**src/rtl/adc_ctrl_pkg.sv**
```systemverilog
// constants shared by the converter control block
package adc_ctrl_pkg;

	// clocking
	localparam int MCLK_HZ = 20_000_000;
	localparam int DEV_CLK_NOMINAL_HZ = 7_372_800;
	localparam int PD_HOLD_US = 100;
	localparam int PD_HOLD_CYC = (PD_HOLD_US * (MCLK_HZ / 1_000_000));
	localparam int PD_CNT_W = 16;

	// register indices; byte address is four times the index
	localparam logic [5:0] IDX_CTRL = 6'h00;
	localparam logic [5:0] IDX_FILTER = 6'h01;
	localparam logic [5:0] IDX_GAIN = 6'h02;
	localparam logic [5:0] IDX_REF = 6'h03;
	localparam logic [5:0] IDX_EXC = 6'h04;
	localparam logic [5:0] IDX_AUX = 6'h05;
	localparam logic [5:0] IDX_MAIN_MUX = 6'h06;
	localparam logic [5:0] IDX_TEST = 6'h07;
	localparam logic [5:0] IDX_GPIO_DIR = 6'h08;
	localparam logic [5:0] IDX_GPIO_OUT = 6'h09;
	localparam logic [5:0] IDX_GPIO_CON = 6'h0A;
	localparam logic [5:0] IDX_GPIO_IN = 6'h0B;
	localparam logic [5:0] IDX_STATUS = 6'h0C;
	localparam logic [5:0] IDX_DATA = 6'h0D;
	localparam logic [5:0] IDX_AUX_DATA = 6'h0E;
	localparam logic [5:0] IDX_AUX_MUX = 6'h16;

	// control fields
	localparam int CTRL_START_BIT = 0;
	localparam int CTRL_STOP_BIT = 1;
	localparam int CTRL_FREERUN_BIT = 2;

	// field limits and reset values
	localparam logic [2:0] FILT_FIR = 3'h4;
	localparam logic [3:0] RATE_FIR_MAX = 4'h4;
	localparam logic [2:0] GAIN_MAX = 3'h5;
	localparam logic [2:0] REF_MAX = 3'h4;
	localparam logic [7:0] RST_FILTER = 8'h43;
	localparam logic [7:0] RST_MUX = 8'h01;
	localparam logic RST_FREERUN = 1'b1;
	localparam int GPIO_FIRST_AIN = 3;
	localparam int TEST_POS_AIN = 6;
	localparam int TEST_NEG_AIN = 7;

	// serial commands and frame
	localparam logic [7:0] CMD_START = 8'h01;
	localparam logic [7:0] CMD_STOP = 8'h02;
	localparam logic [7:0] CMD_READ = 8'h03;
	localparam int FRAME_BITS = 48;
	localparam logic [7:0] CRC_POLY = 8'h07;

	typedef enum logic [1:0] {CLK_INTERNAL, CLK_CRYSTAL, CLK_EXTERNAL} clk_src_t;
	typedef enum {CV_IDLE, CV_RUN} conv_st_t;
	typedef enum {SP_CMD, SP_SHIFT} spi_st_t;

endpackage

```
**src/rtl/adc_ctrl.sv**
```systemverilog
// digital control of a dual delta-sigma converter: start, ready, alarms, routing, serial readout
`timescale 1ns/1ns
`default_nettype none
module adc_ctrl
	import adc_ctrl_pkg::*;
#(
	parameter int PD_HOLD = adc_ctrl_pkg::PD_HOLD_CYC
) (
	input wire logic mclk,
	input wire logic rst_b,
	input wire logic psel,
	input wire logic penable,
	input wire logic pwrite,
	input wire logic [7:0] paddr,
	input wire logic [31:0] pwdata,
	output logic [31:0] prdata,
	output logic pready,
	output logic pslverr,
	input wire logic startPin,
	input wire logic resetPowerdownPinN,
	input wire logic csN,
	input wire logic sclk,
	input wire logic din,
	output logic serialOutReadyPin,
	output logic serialOutOeN,
	output logic resultReadyPinN,
	input wire logic xtalDetect,
	input wire logic extClkDetect,
	input wire logic pgaOverrange,
	input wire logic refLow,
	input wire logic filtValid,
	input wire logic [31:0] filtData,
	input wire logic auxValid,
	input wire logic [23:0] auxData,
	input wire logic [7:0] gpioIn,
	output logic [7:0] gpioOut,
	output logic [7:0] gpioOeN,
	output logic [10:0] ainGpioEn,
	output logic [10:0] ainTestEn,
	output logic convRun,
	output logic powerDown,
	output logic analogReset,
	output logic [1:0] clkSource,
	output logic [7:0] filterCfg,
	output logic [7:0] gainCfg,
	output logic [7:0] refCfg,
	output logic [15:0] excCfg,
	output logic [7:0] auxCfg,
	output logic [7:0] mainInputSelect,
	output logic [7:0] auxInputSelect
);

	////////////////////////////////////////////////////////////////////////////
	// pin synchronisers

	logic [16:0] syncPins;
	logic startS, rstPdS, csS, sclkS, dinS, xtalS, extS, pgaS, refS;
	logic [7:0] gpioS;

	pin_sync #(.W(17), .RST_VAL(17'h0_0006)) u_sync (
		.mclk(mclk),
		.rst_b(rst_b),
		.pinIn({gpioIn, refLow, pgaOverrange, extClkDetect, xtalDetect, din, sclk, csN, resetPowerdownPinN,
			startPin}),
		.pinSync(syncPins)
	);

	assign {gpioS, refS, pgaS, extS, xtalS, dinS, sclkS, csS, rstPdS, startS} = syncPins;

	function automatic logic [7:0] crc8(input logic [39:0] d);
		logic [7:0] c;
		c = 8'h00;
		for (int i = 39; i >= 0; i--) begin
			c = {c[6:0], 1'b0} ^ ((c[7] ^ d[i]) ? CRC_POLY : 8'h00);
		end
		return c;
	endfunction

	function automatic logic [2:0] clamp3(input logic [2:0] v, input logic [2:0] lim);
		return (v > lim) ? lim : v;
	endfunction

	////////////////////////////////////////////////////////////////////////////
	// reset / power-down pin

	logic [PD_CNT_W-1:0] lowCnt_ff, nxt_lowCnt;
	logic rstPdPrev_ff, nxt_rstPdPrev;
	logic powerDown_ff, nxt_powerDown;
	logic analogReset_ff, nxt_analogReset;
	logic clr;

	// a short pulse clears configuration, conversion state and results like a power-on reset; prdata, pready and pslverr clear only on rst_b
	assign clr = !rst_b || analogReset_ff;

	always_comb begin
		nxt_rstPdPrev = rstPdS;
		nxt_lowCnt = lowCnt_ff;
		nxt_analogReset = 1'b0;
		nxt_powerDown = powerDown_ff;
		if (!rstPdS) begin
			if (lowCnt_ff < PD_CNT_W'(PD_HOLD))
				nxt_lowCnt = lowCnt_ff + PD_CNT_W'(1);
			else
				nxt_powerDown = 1'b1;
		end else begin
			nxt_lowCnt = '0;
			nxt_powerDown = 1'b0;
			if (!rstPdPrev_ff && !powerDown_ff)
				nxt_analogReset = 1'b1;
		end
		if (!rst_b) begin
			nxt_rstPdPrev = 1'b1;
			nxt_lowCnt = '0;
			nxt_powerDown = 1'b0;
			nxt_analogReset = 1'b0;
		end
	end

	always_ff @(posedge mclk) begin
		rstPdPrev_ff <= nxt_rstPdPrev;
		lowCnt_ff <= nxt_lowCnt;
		powerDown_ff <= nxt_powerDown;
		analogReset_ff <= nxt_analogReset;
	end

	////////////////////////////////////////////////////////////////////////////
	// configuration registers and APB slave

	logic [7:0] filter_ff, gain_ff, ref_ff, aux_ff, mainMux_ff, auxMux_ff, gpioDir_ff, gpioOut_ff, gpioCon_ff;
	logic [15:0] exc_ff;
	logic freeRun_ff, testEn_ff;
	logic [31:0] prdata_ff;
	logic pready_ff, pslverr_ff;
	logic [7:0] nxt_filter, nxt_gain, nxt_ref, nxt_aux, nxt_mainMux, nxt_auxMux, nxt_gpioDir, nxt_gpioOut;
	logic [7:0] nxt_gpioCon;
	logic [15:0] nxt_exc;
	logic nxt_freeRun, nxt_testEn, nxt_pready, nxt_pslverr;
	logic [31:0] nxt_prdata, rdVal;
	logic mapped, wrDone, rdDone, apbStart, apbStop, dataRd;
	logic [5:0] idx;
	logic [7:0] statusByte;
	logic [31:0] result_ff;
	logic [23:0] auxResult_ff;
	logic convRun_ff, nxt_convRun;
	logic [1:0] clkSource_ff, nxt_clkSource;

	assign idx = paddr[7:2];
	assign wrDone = psel && penable && pready_ff && pwrite && mapped;
	assign rdDone = psel && penable && pready_ff && !pwrite;
	assign apbStart = wrDone && idx == IDX_CTRL && pwdata[CTRL_START_BIT];
	assign apbStop = wrDone && idx == IDX_CTRL && pwdata[CTRL_STOP_BIT];
	assign dataRd = rdDone && idx == IDX_DATA && paddr[1:0] == 2'b00;

	always_comb begin
		mapped = paddr[1:0] == 2'b00;
		case (idx)
			IDX_CTRL: rdVal = {29'h0, freeRun_ff, 2'b00};
			IDX_FILTER: rdVal = {24'h0, filter_ff};
			IDX_GAIN: rdVal = {24'h0, gain_ff};
			IDX_REF: rdVal = {24'h0, ref_ff};
			IDX_EXC: rdVal = {16'h0, exc_ff};
			IDX_AUX: rdVal = {24'h0, aux_ff};
			IDX_MAIN_MUX: rdVal = {24'h0, mainMux_ff};
			IDX_TEST: rdVal = {31'h0, testEn_ff};
			IDX_GPIO_DIR: rdVal = {24'h0, gpioDir_ff};
			IDX_GPIO_OUT: rdVal = {24'h0, gpioOut_ff};
			IDX_GPIO_CON: rdVal = {24'h0, gpioCon_ff};
			IDX_GPIO_IN: rdVal = {24'h0, gpioS};
			IDX_STATUS: rdVal = {20'h0, clkSource_ff, powerDown_ff, convRun_ff, statusByte};
			IDX_DATA: rdVal = result_ff;
			IDX_AUX_DATA: rdVal = {8'h0, auxResult_ff};
			IDX_AUX_MUX: rdVal = {24'h0, auxMux_ff};
			default: begin
				rdVal = 32'h0;
				mapped = 1'b0;
			end
		endcase
	end

	always_comb begin
		nxt_filter = filter_ff;
		nxt_gain = gain_ff;
		nxt_ref = ref_ff;
		nxt_exc = exc_ff;
		nxt_aux = aux_ff;
		nxt_mainMux = mainMux_ff;
		nxt_auxMux = auxMux_ff;
		nxt_testEn = testEn_ff;
		nxt_gpioDir = gpioDir_ff;
		nxt_gpioOut = gpioOut_ff;
		nxt_gpioCon = gpioCon_ff;
		nxt_freeRun = freeRun_ff;
		nxt_pready = psel && !penable;
		nxt_pslverr = psel && !penable && !mapped;
		nxt_prdata = (psel && !penable && !pwrite) ? rdVal : prdata_ff;
		if (wrDone) begin
			case (idx)
				IDX_CTRL: nxt_freeRun = pwdata[CTRL_FREERUN_BIT];
				IDX_FILTER: nxt_filter = {pwdata[7:4], 1'b0, clamp3(pwdata[2:0], FILT_FIR)};
				IDX_GAIN: nxt_gain = {pwdata[7], 4'h0, clamp3(pwdata[2:0], GAIN_MAX)};
				IDX_REF: nxt_ref = {1'b0, clamp3(pwdata[6:4], REF_MAX), pwdata[3],
					clamp3(pwdata[2:0], REF_MAX)};
				IDX_EXC: nxt_exc = {3'h0, pwdata[12:8], 3'h0, pwdata[4:0]};
				IDX_AUX: nxt_aux = {2'h0, pwdata[5:4], 1'b0, pwdata[2:0]};
				IDX_MAIN_MUX: nxt_mainMux = pwdata[7:0];
				IDX_AUX_MUX: nxt_auxMux = pwdata[7:0];
				IDX_TEST: nxt_testEn = pwdata[0];
				IDX_GPIO_DIR: nxt_gpioDir = pwdata[7:0];
				IDX_GPIO_OUT: nxt_gpioOut = pwdata[7:0];
				IDX_GPIO_CON: nxt_gpioCon = pwdata[7:0];
				default: nxt_freeRun = freeRun_ff;
			endcase
		end
		if (clr) begin
			nxt_filter = RST_FILTER;
			nxt_gain = 8'h00;
			nxt_ref = 8'h00;
			nxt_exc = 16'h0000;
			nxt_aux = 8'h00;
			nxt_mainMux = RST_MUX;
			nxt_auxMux = RST_MUX;
			nxt_testEn = 1'b0;
			nxt_gpioDir = 8'h00;
			nxt_gpioOut = 8'h00;
			nxt_gpioCon = 8'h00;
			nxt_freeRun = RST_FREERUN;
		end
		if (!rst_b) begin
			nxt_pready = 1'b0;
			nxt_pslverr = 1'b0;
			nxt_prdata = 32'h0;
		end
	end

	always_ff @(posedge mclk) begin
		filter_ff <= nxt_filter;
		gain_ff <= nxt_gain;
		ref_ff <= nxt_ref;
		exc_ff <= nxt_exc;
		aux_ff <= nxt_aux;
		mainMux_ff <= nxt_mainMux;
		auxMux_ff <= nxt_auxMux;
		testEn_ff <= nxt_testEn;
		gpioDir_ff <= nxt_gpioDir;
		gpioOut_ff <= nxt_gpioOut;
		gpioCon_ff <= nxt_gpioCon;
		freeRun_ff <= nxt_freeRun;
		pready_ff <= nxt_pready;
		pslverr_ff <= nxt_pslverr;
		prdata_ff <= nxt_prdata;
	end

	////////////////////////////////////////////////////////////////////////////
	// conversion sequencing, alarms and result capture

	conv_st_t conv_ff, nxt_conv;
	logic pgaLatch_ff, refLatch_ff, nxt_pgaLatch, nxt_refLatch;
	logic ready_ff, nxt_ready, readyN_ff, nxt_readyN;
	logic [7:0] stat_ff, nxt_stat;
	logic [31:0] nxt_result;
	logic [23:0] nxt_auxResult;
	logic startPrev_ff, nxt_startPrev, startEvt, stopEvt, spiStart, spiStop, spiRead;
	logic [10:0] ainGpio_ff, ainTest_ff, nxt_ainGpio, nxt_ainTest;
	logic firUnsettled;

	assign startEvt = (startS && !startPrev_ff) || spiStart || apbStart;
	assign stopEvt = spiStop || apbStop;
	// FIR above its rate limit is flagged: its output would need more than one cycle to settle
	assign firUnsettled = filter_ff[2:0] == FILT_FIR && filter_ff[7:4] > RATE_FIR_MAX;
	assign statusByte = stat_ff;

	always_comb begin
		nxt_conv = conv_ff;
		nxt_startPrev = startS;
		nxt_pgaLatch = pgaLatch_ff || (conv_ff == CV_RUN && pgaS);
		nxt_refLatch = refLatch_ff || (conv_ff == CV_RUN && refS);
		nxt_result = result_ff;
		nxt_auxResult = auxValid ? auxData : auxResult_ff;
		nxt_stat = stat_ff;
		nxt_ready = ready_ff && !(spiRead || dataRd);
		case (conv_ff)
			CV_IDLE: begin
				if (startEvt && !powerDown_ff) begin
					nxt_conv = CV_RUN;
					nxt_pgaLatch = 1'b0;
					nxt_refLatch = 1'b0;
				end
			end
			CV_RUN: begin
				if (filtValid) begin
					nxt_result = filtData;
					nxt_stat = {1'b1, 3'h0, firUnsettled, auxValid, nxt_refLatch, nxt_pgaLatch};
					nxt_ready = 1'b1;
					nxt_pgaLatch = 1'b0;
					nxt_refLatch = 1'b0;
					if (!freeRun_ff)
						nxt_conv = CV_IDLE;
				end
				if (startEvt) begin
					nxt_pgaLatch = 1'b0;
					nxt_refLatch = 1'b0;
				end
				if (stopEvt || powerDown_ff)
					nxt_conv = CV_IDLE;
			end
			default: nxt_conv = CV_IDLE;
		endcase
		nxt_convRun = nxt_conv == CV_RUN;
		nxt_readyN = !nxt_ready;
		nxt_clkSource = extS ? CLK_EXTERNAL : (xtalS ? CLK_CRYSTAL : CLK_INTERNAL);
		nxt_ainGpio = {gpioCon_ff, 3'h0};
		nxt_ainTest = 11'h000;
		nxt_ainTest[TEST_POS_AIN] = testEn_ff;
		nxt_ainTest[TEST_NEG_AIN] = testEn_ff;
		if (clr) begin
			nxt_conv = CV_IDLE;
			nxt_convRun = 1'b0;
			nxt_pgaLatch = 1'b0;
			nxt_refLatch = 1'b0;
			nxt_result = 32'h0;
			nxt_auxResult = 24'h0;
			nxt_stat = 8'h00;
			nxt_ready = 1'b0;
			nxt_readyN = 1'b1;
			nxt_startPrev = 1'b0;
			nxt_clkSource = CLK_INTERNAL;
			nxt_ainGpio = 11'h000;
			nxt_ainTest = 11'h000;
		end
	end

	always_ff @(posedge mclk) begin
		conv_ff <= nxt_conv;
		convRun_ff <= nxt_convRun;
		pgaLatch_ff <= nxt_pgaLatch;
		refLatch_ff <= nxt_refLatch;
		result_ff <= nxt_result;
		auxResult_ff <= nxt_auxResult;
		stat_ff <= nxt_stat;
		ready_ff <= nxt_ready;
		readyN_ff <= nxt_readyN;
		startPrev_ff <= nxt_startPrev;
		clkSource_ff <= nxt_clkSource;
		ainGpio_ff <= nxt_ainGpio;
		ainTest_ff <= nxt_ainTest;
	end

	////////////////////////////////////////////////////////////////////////////
	// serial port: command in on falling sclk, frame out on rising sclk

	spi_st_t spi_ff, nxt_spi;
	logic sclkPrev_ff, nxt_sclkPrev;
	logic [5:0] bitCnt_ff, nxt_bitCnt;
	logic [7:0] cmd_ff, nxt_cmd;
	logic [FRAME_BITS-1:0] frame_ff, nxt_frame;
	logic dout_ff, nxt_dout, outOeN_ff, nxt_outOeN;
	logic sclkRise, sclkFall;
	logic [7:0] cmdNow;

	assign sclkRise = sclkS && !sclkPrev_ff;
	assign sclkFall = !sclkS && sclkPrev_ff;
	assign cmdNow = {cmd_ff[6:0], dinS};
	assign spiStart = spi_ff == SP_CMD && sclkFall && bitCnt_ff == 6'd7 && cmdNow == CMD_START;
	assign spiStop = spi_ff == SP_CMD && sclkFall && bitCnt_ff == 6'd7 && cmdNow == CMD_STOP;
	assign spiRead = spi_ff == SP_CMD && sclkFall && bitCnt_ff == 6'd7 && cmdNow == CMD_READ;

	always_comb begin
		nxt_spi = spi_ff;
		nxt_sclkPrev = sclkS;
		nxt_bitCnt = bitCnt_ff;
		nxt_cmd = cmd_ff;
		nxt_frame = frame_ff;
		nxt_dout = dout_ff;
		case (spi_ff)
			SP_CMD: begin
				if (sclkFall) begin
					nxt_cmd = cmdNow;
					nxt_bitCnt = (bitCnt_ff == 6'd7) ? 6'd0 : bitCnt_ff + 6'd1;
					if (spiRead) begin
						// snapshot so a new result cannot tear the frame being shifted
						nxt_frame = {stat_ff, result_ff, crc8({stat_ff, result_ff})};
						nxt_spi = SP_SHIFT;
					end
				end
			end
			SP_SHIFT: begin
				if (sclkRise) begin
					nxt_dout = frame_ff[FRAME_BITS-1];
					nxt_frame = {frame_ff[FRAME_BITS-2:0], 1'b0};
				end
				if (sclkFall) begin
					nxt_bitCnt = bitCnt_ff + 6'd1;
					if (bitCnt_ff == 6'(FRAME_BITS - 1)) begin
						nxt_bitCnt = 6'd0;
						nxt_spi = SP_CMD;
					end
				end
			end
			default: nxt_spi = SP_CMD;
		endcase
		// outside a frame the pin mirrors the ready flag
		if (nxt_spi == SP_CMD)
			nxt_dout = nxt_readyN;
		nxt_outOeN = csS;
		// bit position is kept by counting only, so select may stay low
		if (csS || clr) begin
			nxt_spi = SP_CMD;
			nxt_bitCnt = 6'd0;
			nxt_cmd = 8'h00;
			nxt_dout = nxt_readyN;
		end
		if (!rst_b) begin
			nxt_sclkPrev = 1'b0;
			nxt_frame = '0;
			nxt_dout = 1'b1;
			nxt_outOeN = 1'b1;
		end
	end

	always_ff @(posedge mclk) begin
		spi_ff <= nxt_spi;
		sclkPrev_ff <= nxt_sclkPrev;
		bitCnt_ff <= nxt_bitCnt;
		cmd_ff <= nxt_cmd;
		frame_ff <= nxt_frame;
		dout_ff <= nxt_dout;
		outOeN_ff <= nxt_outOeN;
	end

	////////////////////////////////////////////////////////////////////////////
	// outputs

	assign prdata = prdata_ff;
	assign pready = pready_ff;
	assign pslverr = pslverr_ff;
	assign serialOutReadyPin = dout_ff;
	assign serialOutOeN = outOeN_ff;
	assign resultReadyPinN = readyN_ff;
	assign gpioOut = gpioOut_ff;
	assign gpioOeN = ~gpioDir_ff;
	assign ainGpioEn = ainGpio_ff;
	assign ainTestEn = ainTest_ff;
	assign convRun = convRun_ff;
	assign powerDown = powerDown_ff;
	assign analogReset = analogReset_ff;
	assign clkSource = clkSource_ff;
	assign filterCfg = filter_ff;
	assign gainCfg = gain_ff;
	assign refCfg = ref_ff;
	assign excCfg = exc_ff;
	assign auxCfg = aux_ff;
	assign mainInputSelect = mainMux_ff;
	assign auxInputSelect = auxMux_ff;

endmodule // adc_ctrl
`default_nettype wire

```
**src/rtl/pin_sync.sv**
```systemverilog
// two-flop synchroniser for a group of asynchronous pins
`timescale 1ns/1ns
`default_nettype none
module pin_sync #(
	parameter int W = 1,
	parameter logic [W-1:0] RST_VAL = '0
) (
	input wire logic mclk,
	input wire logic rst_b,
	input wire logic [W-1:0] pinIn,
	output logic [W-1:0] pinSync
);

	logic [W-1:0] meta_ff;
	logic [W-1:0] sync_ff;
	logic [W-1:0] nxt_meta;
	logic [W-1:0] nxt_sync;

	always_comb begin
		nxt_meta = rst_b ? pinIn : RST_VAL;
		nxt_sync = rst_b ? meta_ff : RST_VAL;
	end

	always_ff @(posedge mclk) begin
		meta_ff <= nxt_meta;
		sync_ff <= nxt_sync;
	end

	assign pinSync = sync_ff;

endmodule // pin_sync
`default_nettype wire

```
**config.mk**
```make
export PLATFORM = sky130hd
export DESIGN_NAME = adc_ctrl
export DESIGN_NICKNAME = d
export VERILOG_FILES = /design/src/rtl/adc_ctrl_pkg.sv /design/src/rtl/adc_ctrl.sv /design/src/rtl/pin_sync.sv
export SDC_FILE = /design/constraint.sdc
export NUM_CORES = 1
export LEC_CHECK = 0
export BUFFER_PORTS_ARGS = -buffer_cell sky130_fd_sc_hd__buf_2
export CORE_AREA = 3 3 173 175
export DETAILED_ROUTE_END_ITERATION = 7
export DIE_AREA = 0 0 176 178
export PLACE_DENSITY = 0.81
export SLEW_MARGIN = 20
export SYNTH_ARGS = -nofsm -noshare
export SYNTH_HDL_FRONTEND = slang
export SYNTH_SLANG_ARGS = --single-unit
```
**constraint.sdc**
```tcl
create_clock -name mclk -period 3.32 [get_ports mclk]
set_input_delay 0.166 -clock mclk [delete_from_list [all_inputs] [get_ports mclk]]
set_output_delay 0.166 -clock mclk [all_outputs]
set_load 0.02 [all_outputs]
```
=== Word level (Yosys, flattened, before mapping) ===
Cells that the tools add are included.

* Bits in registers: 380
* Bits in latches: 0
* Memory bits (writable): 0
* ROM bits: 0
* Bits of input ports: 120
* Output and inout bits: 144
* Word-level logic and storage cells: 316
* Memories kept: 0

* Add/subtract/negate cells: 2
* Multipliers: 0
* Div/mod/pow operators: 0
* Magnitude comparators: 5
* Eq/ne operators: 29
* Shift-type cells: 0
* Multiplexer cells: 82
* Bitwise operators: 77
* Reduce and logical (&&, ||, !) cells: 77

{| class="wikitable"
|+ Operator list
! cell !! number
|-
| $pmux 32 s16 || 1
|-
| $xor 8x3->8 || 35
|-
| $mux 32 || 8
|-
| $mux 48 || 3
|-
| $mux 3 || 43
|-
| $logic_not 32->1 || 4
|-
| $pmux 32 s2 || 2
|-
| $pmux 48 s2 || 1
|-
| $eq 32x1->1 const B || 2
|-
| $eq 32x2->1 const B || 2
|-
| $eq 6x4->1 const B || 7
|-
| $xor 1x1->1 || 34
|-
| $reduce_and 2->1 || 16
|-
| $eq 6x3->1 const B || 5
|-
| $logic_and 1x1->1 || 27
|-
| $mux 6 || 4
|-
| $add 16x1->16 const B || 1
|-
| $eq 8x2->1 const B || 2
|-
| $lt 16x11->1 const B || 1
|-
| $mux 1 || 16
|-
| $reduce_or 16->1 || 1
|-
| $eq 6x2->1 const B || 2
|-
| $pmux 6 s2 || 1
|-
| $logic_not 1->1 || 11
|-
| 26 further kinds || 43
|}

=== Longest topological paths before layout ===
* Depth in word-level cells: 111
* Mapped depth: 9
* Gate-level depth less buffers: 8

=== Hierarchy ===
From an unflattened synthesis, not the netlist that was laid out.

* Cell total of the unflattened synthesis: 1480
* Area, all modules: 14581.5 um^2

{| class="wikitable"
|+ Modules (own cells, without submodules)
! module !! times used !! cells an instance !! area each (um^2) !! sequential area each (um^2)
|-
| adc_ctrl || 1 || 1409 || 13661.9 || 6686.4
|-
| pin_sync || 1 || 71 || 919.6 || 680.7
|}

=== Worst setup path before layout ===
No wires, ideal clock.

* Path kind: register to register
* Start: reg stat_ff[7]
* End: reg frame_ff[1]
* Setup time: 0.137 ns
* Arrival time: 2.501 ns
* Required time: 3.183 ns
* Slack: 0.682 ns
* Stages on the path, launching flop included: 9
* Path buffers: 1
* Clock period less this slack: 2.638 ns
* Cell sequence: dfxtp_1 buf_6 xor3_2 xnor2_4 xnor3_1 xnor2_1 xnor3_1 xnor2_1 a31oi_1

* Cells in the longest elaborated chain, start to end: 55
* Elaborated cells on any way between the ends: 91
* Those cells by class: mux (28); bitwise (63)

{| class="wikitable"
|+ Ends and longest elaborated chain
! element !! line !! source
|-
| from (decl) || adc_ctrl.sv:259 || <nowiki>logic [7:0] stat_ff, nxt_stat;</nowiki>
|-
| from (signal assigned) || adc_ctrl.sv:339 || <nowiki>stat_ff <= nxt_stat;</nowiki>
|-
| $mux 3 * || adc_ctrl.sv:74 || <nowiki>c = {c[6:0], 1'b0} ^ ((c[7] ^ d[i]) ? CRC_POLY : 8'h00);</nowiki>
|-
| $xor 4x3->4 * || adc_ctrl.sv:74 ||
|-
| $xor 5x3->5 * || adc_ctrl.sv:74 ||
|-
| $xor 6x3->6 * || adc_ctrl.sv:74 ||
|-
| $xor 7x3->7 * || adc_ctrl.sv:74 ||
|-
| $xor 8x3->8 * || adc_ctrl.sv:74 ||
|-
| $xor 1x1->1 or $xor 8x3->8 (tied branches) || adc_ctrl.sv:74 ||
|-
| $mux 3, or another cell as far along || adc_ctrl.sv:74 ||
|-
| [... 31 more ...] || -- ||
|-
| $mux 3, or another cell as far along || adc_ctrl.sv:74 ||
|-
| $xor 8x3->8 * (8 in series) || adc_ctrl.sv:74 ||
|-
| $xor 1x1->1 or $xor 8x3->8 (tied branches) || adc_ctrl.sv:74 ||
|-
| $mux 3 or $xor 1x1->1 (tied branches) || adc_ctrl.sv:74 ||
|-
| $xor 8x3->8 * (2 in series) || adc_ctrl.sv:74 ||
|-
| $mux 48 * || adc_ctrl.sv:379 || <nowiki>if (spiRead) begin</nowiki>
|-
| $mux 48 * || adc_ctrl.sv:376 || <nowiki>if (sclkFall) begin</nowiki>
|-
| $pmux 48 s2 * || adc_ctrl.sv:374 || <nowiki>case (spi_ff)</nowiki>
|-
| to (signal assigned) || adc_ctrl.sv:425 || <nowiki>frame_ff <= nxt_frame;</nowiki>
|-
| to (decl) || adc_ctrl.sv:355 || <nowiki>logic [FRAME_BITS-1:0] frame_ff, nxt_frame;</nowiki>
|}

Mark *: on every way between the ends. The rest lies on a longest branch, timed or not. The select of a mux whose other input is x is not followed.
A chain may end at the register's enable or synchronous reset.

=== Worst setup path after layout ===
* Start: reg stat_ff[7]
* End: reg frame_ff[2]

* Cells in the longest elaborated chain, start to end: 55
* Elaborated cells on any way between the ends: 95
* Those cells by class: mux (30); bitwise (65)

{| class="wikitable"
|+ Ends and longest elaborated chain
! element !! line
|-
| $mux 3 * || adc_ctrl.sv:74
|-
| $xor 4x3->4 * || adc_ctrl.sv:74
|-
| $xor 5x3->5 * || adc_ctrl.sv:74
|-
| $xor 6x3->6 * || adc_ctrl.sv:74
|-
| $xor 7x3->7 * || adc_ctrl.sv:74
|-
| $xor 8x3->8 * || adc_ctrl.sv:74
|-
| $xor 1x1->1 or $xor 8x3->8 (tied branches) || adc_ctrl.sv:74
|-
| $mux 3, or another cell as far along || adc_ctrl.sv:74
|-
| [... 31 more ...] || --
|-
| $mux 3, or another cell as far along || adc_ctrl.sv:74
|-
| $xor 8x3->8 * (7 in series) || adc_ctrl.sv:74
|-
| $xor 1x1->1 or $xor 8x3->8 (tied branches) || adc_ctrl.sv:74
|-
| $mux 3, or another cell as far along || adc_ctrl.sv:74
|-
| $xor 8x3->8 * (3 in series) || adc_ctrl.sv:74
|-
| $mux 48 * || adc_ctrl.sv:379
|-
| $mux 48 * || adc_ctrl.sv:376
|-
| $pmux 48 s2 * || adc_ctrl.sv:374
|}

Marked as above.

==> results.yml <==
power:
  p_int_mw: 6.97
  worst_ir_drop_vdd_v: 0.000474
  p_leak_nw: 7.19
  power_density_mw_per_mm2: 498
  power_frac_seq: 0.502
  p_sw_mw: 2.07
  switching_share: 0.229
  clockPowerShare: 0.450
  combinationalPowerShare: 0.048
setup_path:
  critPathMaxFanout: 6
  slowest_stage: "xor3_2"
  worstPathBufferInverterCount: 0
  startpoint_type: "flip-flop"
  cp_top_family: "XOR/XNOR gates"
  r2r_cells: 7
  critPathLaunch: "stat_ff[7]"
  cpPeakStageDelay_ns: 0.58
  crit_chain: "xor3_2 > xnor2_4 > xnor3_1 > xnor2_1 > xnor3_1 > xnor2_1 > a31oi_1"
  critPathKind: "flip-flop to flip-flop"
  crit_cells: 7
  critPathArrivalTime_ns: 3.40
  endpoint_kind: "flip-flop"
  worst_ep_required_time_ns: 3.68
  reg2reg_from: "stat_ff[7]"
grt:
  gr-total-overflow: 0
  antenna_found_initial: 1
  grt_pass1_wl_um: 66800
  track_usage: 0.267
  grt_pass1_vias: 12600
  grt_max_degree: 70
sta:
  fin_crit_sh: 0.915
  slew_headroom: 0.371
  worst_pin_slew_ns: 0.942
  fin_skew_ns: 0.0133
  timing.fmax_mhz: 329
  period_needed_ns: 3.04
  setup_viol: 0
  hold_slack_ns: 0.0119
  fin_tns_setup_ns: 0
  final_max_slew_viol_count: 0
  fin_ws_ns: 0.281
  rsz0062_at_grt: "false"
  hold_viol_final: 0
die:
  start_util: 0.508
  boundaryPins: 264
  die_x_um: 176
  core-area_mm2: 0.0286
  rows: 62
  die_h_um: 178
  dieArea_mm2: 0.0313
route:
  drt_pass1_iterations: 8
  wl_per_cell_um: 19.2
  vias_per_cell: 5.70
  antenna_left: 0
  wl_um: 43700
  drt_iter0_drc: 1465
  drc_errors: 0
  vias: 13000
worst_hold_path:
  hp-start: "pwdata[6]"
  hold_class: "input port to flip-flop"
  whs_path_depth: 3
job:
  max_cap_violations: 0
cts:
  clockBufferDepth: 3
  htree_levels: 2
  clock_latency_ns: 0.53
  cts_tree: "yes"
  postCtsSetupRepairBufs: 0
  cts.sinks: 368
  cts-root-buf: "clkbuf_16"
  cts.clk_slew.worst_paths_ns: 0.07
  cts_buffers: 37
layout:
  final_layout_size_suffix_gt1_frac: 0.175
  fin_cells: 2277
  layout.nets: 1985
  nFillCells: 2174
  area_growth_pct: 24.9
  postLayoutCellArea_mm2: 0.0181
yosys:
  synthArstFlopShare: 0
  netlist_area_mm2: 0.0145
  ys_ff_latch: 368
  yosysUniqueCellTypes: 68
  ys.warnings.count: 0
  yosysSeqAreaShare: 0.507
  synth_edf_count: 0
  synth_ff_type: "dfxtp_1"
  syn-instance-count: 1539
  postSynthAreaPerCell_um2: 9.44
placement:
  io_buffers: 217
  post-place-cells: 2122
  dp_slack_ns: 0.340
  gp_congestion: 0.962
  placed_area_mm2: 0.0161
  dp_hpwl_um: 28100
status:
  run_status: "complete, no violations"
-- final cells by class --
class | count | area [um^2] | area share
antenna | 2 | 5.00 | 0.000276
clock buffer | 47 | 983 | 0.0542
clock inverter | 20 | 189 | 0.0104
inverter | 18 | 67.6 | 0.00372
multi-input combinational | 1107 | 6860 | 0.378
sequential | 368 | 7370 | 0.406
tap | 384 | 480 | 0.0265
timing repair buffer | 331 | 2190 | 0.121
-- kinds of logic after synthesis --
group | synth area share
AO/OA/AOI/OAI | 0.120
XOR/XNOR | 0.0767
adder cells (fa/ha/maj) | 0.00172
buffers and inverters | 0.0473
flip-flops | 0.507
multiplexers | 0.0622
other | 0.000258
AND/OR/NAND/NOR | 0.185
-- registers in the layout, summed over array words and instances, names as in the netlist, 7 cells and up --
signal and count:
u_sync.pinSync 17, gpioCon_ff 8, result_ff 32, mainInputSelect 8, prdata 32, gpioOut 8
lowCnt_ff 16, gpioDir_ff 8, conv_ff 32, refCfg 7, filterCfg 7, ainGpioEn 8
frame_ff 48, auxResult_ff 24, spi_ff 32, excCfg 10, auxInputSelect 8, cmd_ff 7
u_sync.meta_ff 17
-- final timing paths --
check	endpoint	slack (ns)
worst max-delay path	frame_ff[2]	0.28
worst min-delay path	gpioDir_ff[6]	0.01
worst max register to register	frame_ff[2]	0.28
worst min register to register	analogReset	0.40
-- metal layers --
metal,global-route usage,up-vias,part of all wire
met5,0,-,0
met4,0.132,0,0.054
met3,0.0496,183,0.096
met2,0.437,797,0.47
met1,0.340,6119,0.38
li1,-,5890,-
-- layout by cell type (no fill, tap or decap), types with 5 or more instances in the layout --
| master | count |
|---|---|
| mux4_2 | 5 |
| xnor3_1 | 17 |
| o21ai_0 | 20 |
| clkbuf_16 | 37 |
| nand2b_1 | 11 |
| a211oi_1 | 6 |
| nand4_1 | 10 |
| a311oi_1 | 37 |
| nor3_1 | 10 |
| clkinv_2 | 10 |
| a221oi_1 | 5 |
| xor2_1 | 19 |
| nand2_1 | 186 |
| a222oi_1 | 10 |
| a31oi_1 | 10 |
| nand3_1 | 82 |
| dlygate4sd3_1 | 86 |
| nor2_1 | 174 |
| buf_2 | 217 |
| xnor2_1 | 45 |
| conb_1 | 89 |
| a22oi_1 | 41 |
| dfxtp_1 | 368 |
| a21oi_1 | 95 |
| buf_4 | 25 |
| and2_1 | 48 |
| inv_1 | 17 |
| nor4_1 | 21 |
| clkbuf_1 | 8 |
| mux2i_1 | 78 |
-- cell usage after synthesis, types with 23 or more instances --
library cell / instances / area [um^2]
dfxtp_1: 368 / 7370
nand2_1: 186 / 698
nor2_1: 177 / 664
a21oi_1: 95 / 475
clkbuf_1: 91 / 342
nand3_1: 82 / 410
mux2i_1: 78 / 781
and2_1: 49 / 307
xnor2_1: 45 / 394
a22oi_1: 41 / 308
a311oi_1: 37 / 324
buf_4: 28 / 210
nor4_1: 23 / 144
-- tightest hold or removal path, delay by kind of cell --
| family | cells | cell delay, ns |
|---|---|---|
| AO/OA/AOI/OAI | 1 | 0.05 |
| buffers and inverters | 1 | 0.18 |
| AND/OR/NAND/NOR | 1 | 0.09 |
-- per-stage QoR --
step | util | power, mW
2_1_floorplan | - | 4.84
3_3_place_gp | 0.563 | 4.95
3_5_place_dp | 0.563 | 4.96
4_1_cts | 0.634 | 9.04
5_1_grt | 0.634 | 9.29
6_report | 0.634 | 9.04
-- power groups by stage --
stage / logic [mW] / registers, mW / clock network [mW]
floorplan: 0.213 / 4.63 / 0
global placement: 0.323 / 4.63 / 0
detailed placement: 0.327 / 4.63 / 0
CTS: 0.408 / 4.54 / 4.09
global route: 0.459 / 4.54 / 4.29
finish: 0.431 / 4.54 / 4.07
-- repair_timing --
action / 4_1_cts / 5_1_grt
endpoints found under the hold margin: 98 / 0
hold buffers: 86 / 0
gates resized for setup: 0 / 0
endpoints found under the setup margin: 0 / 0
Note: power is estimated with default switching activity, not from simulation.
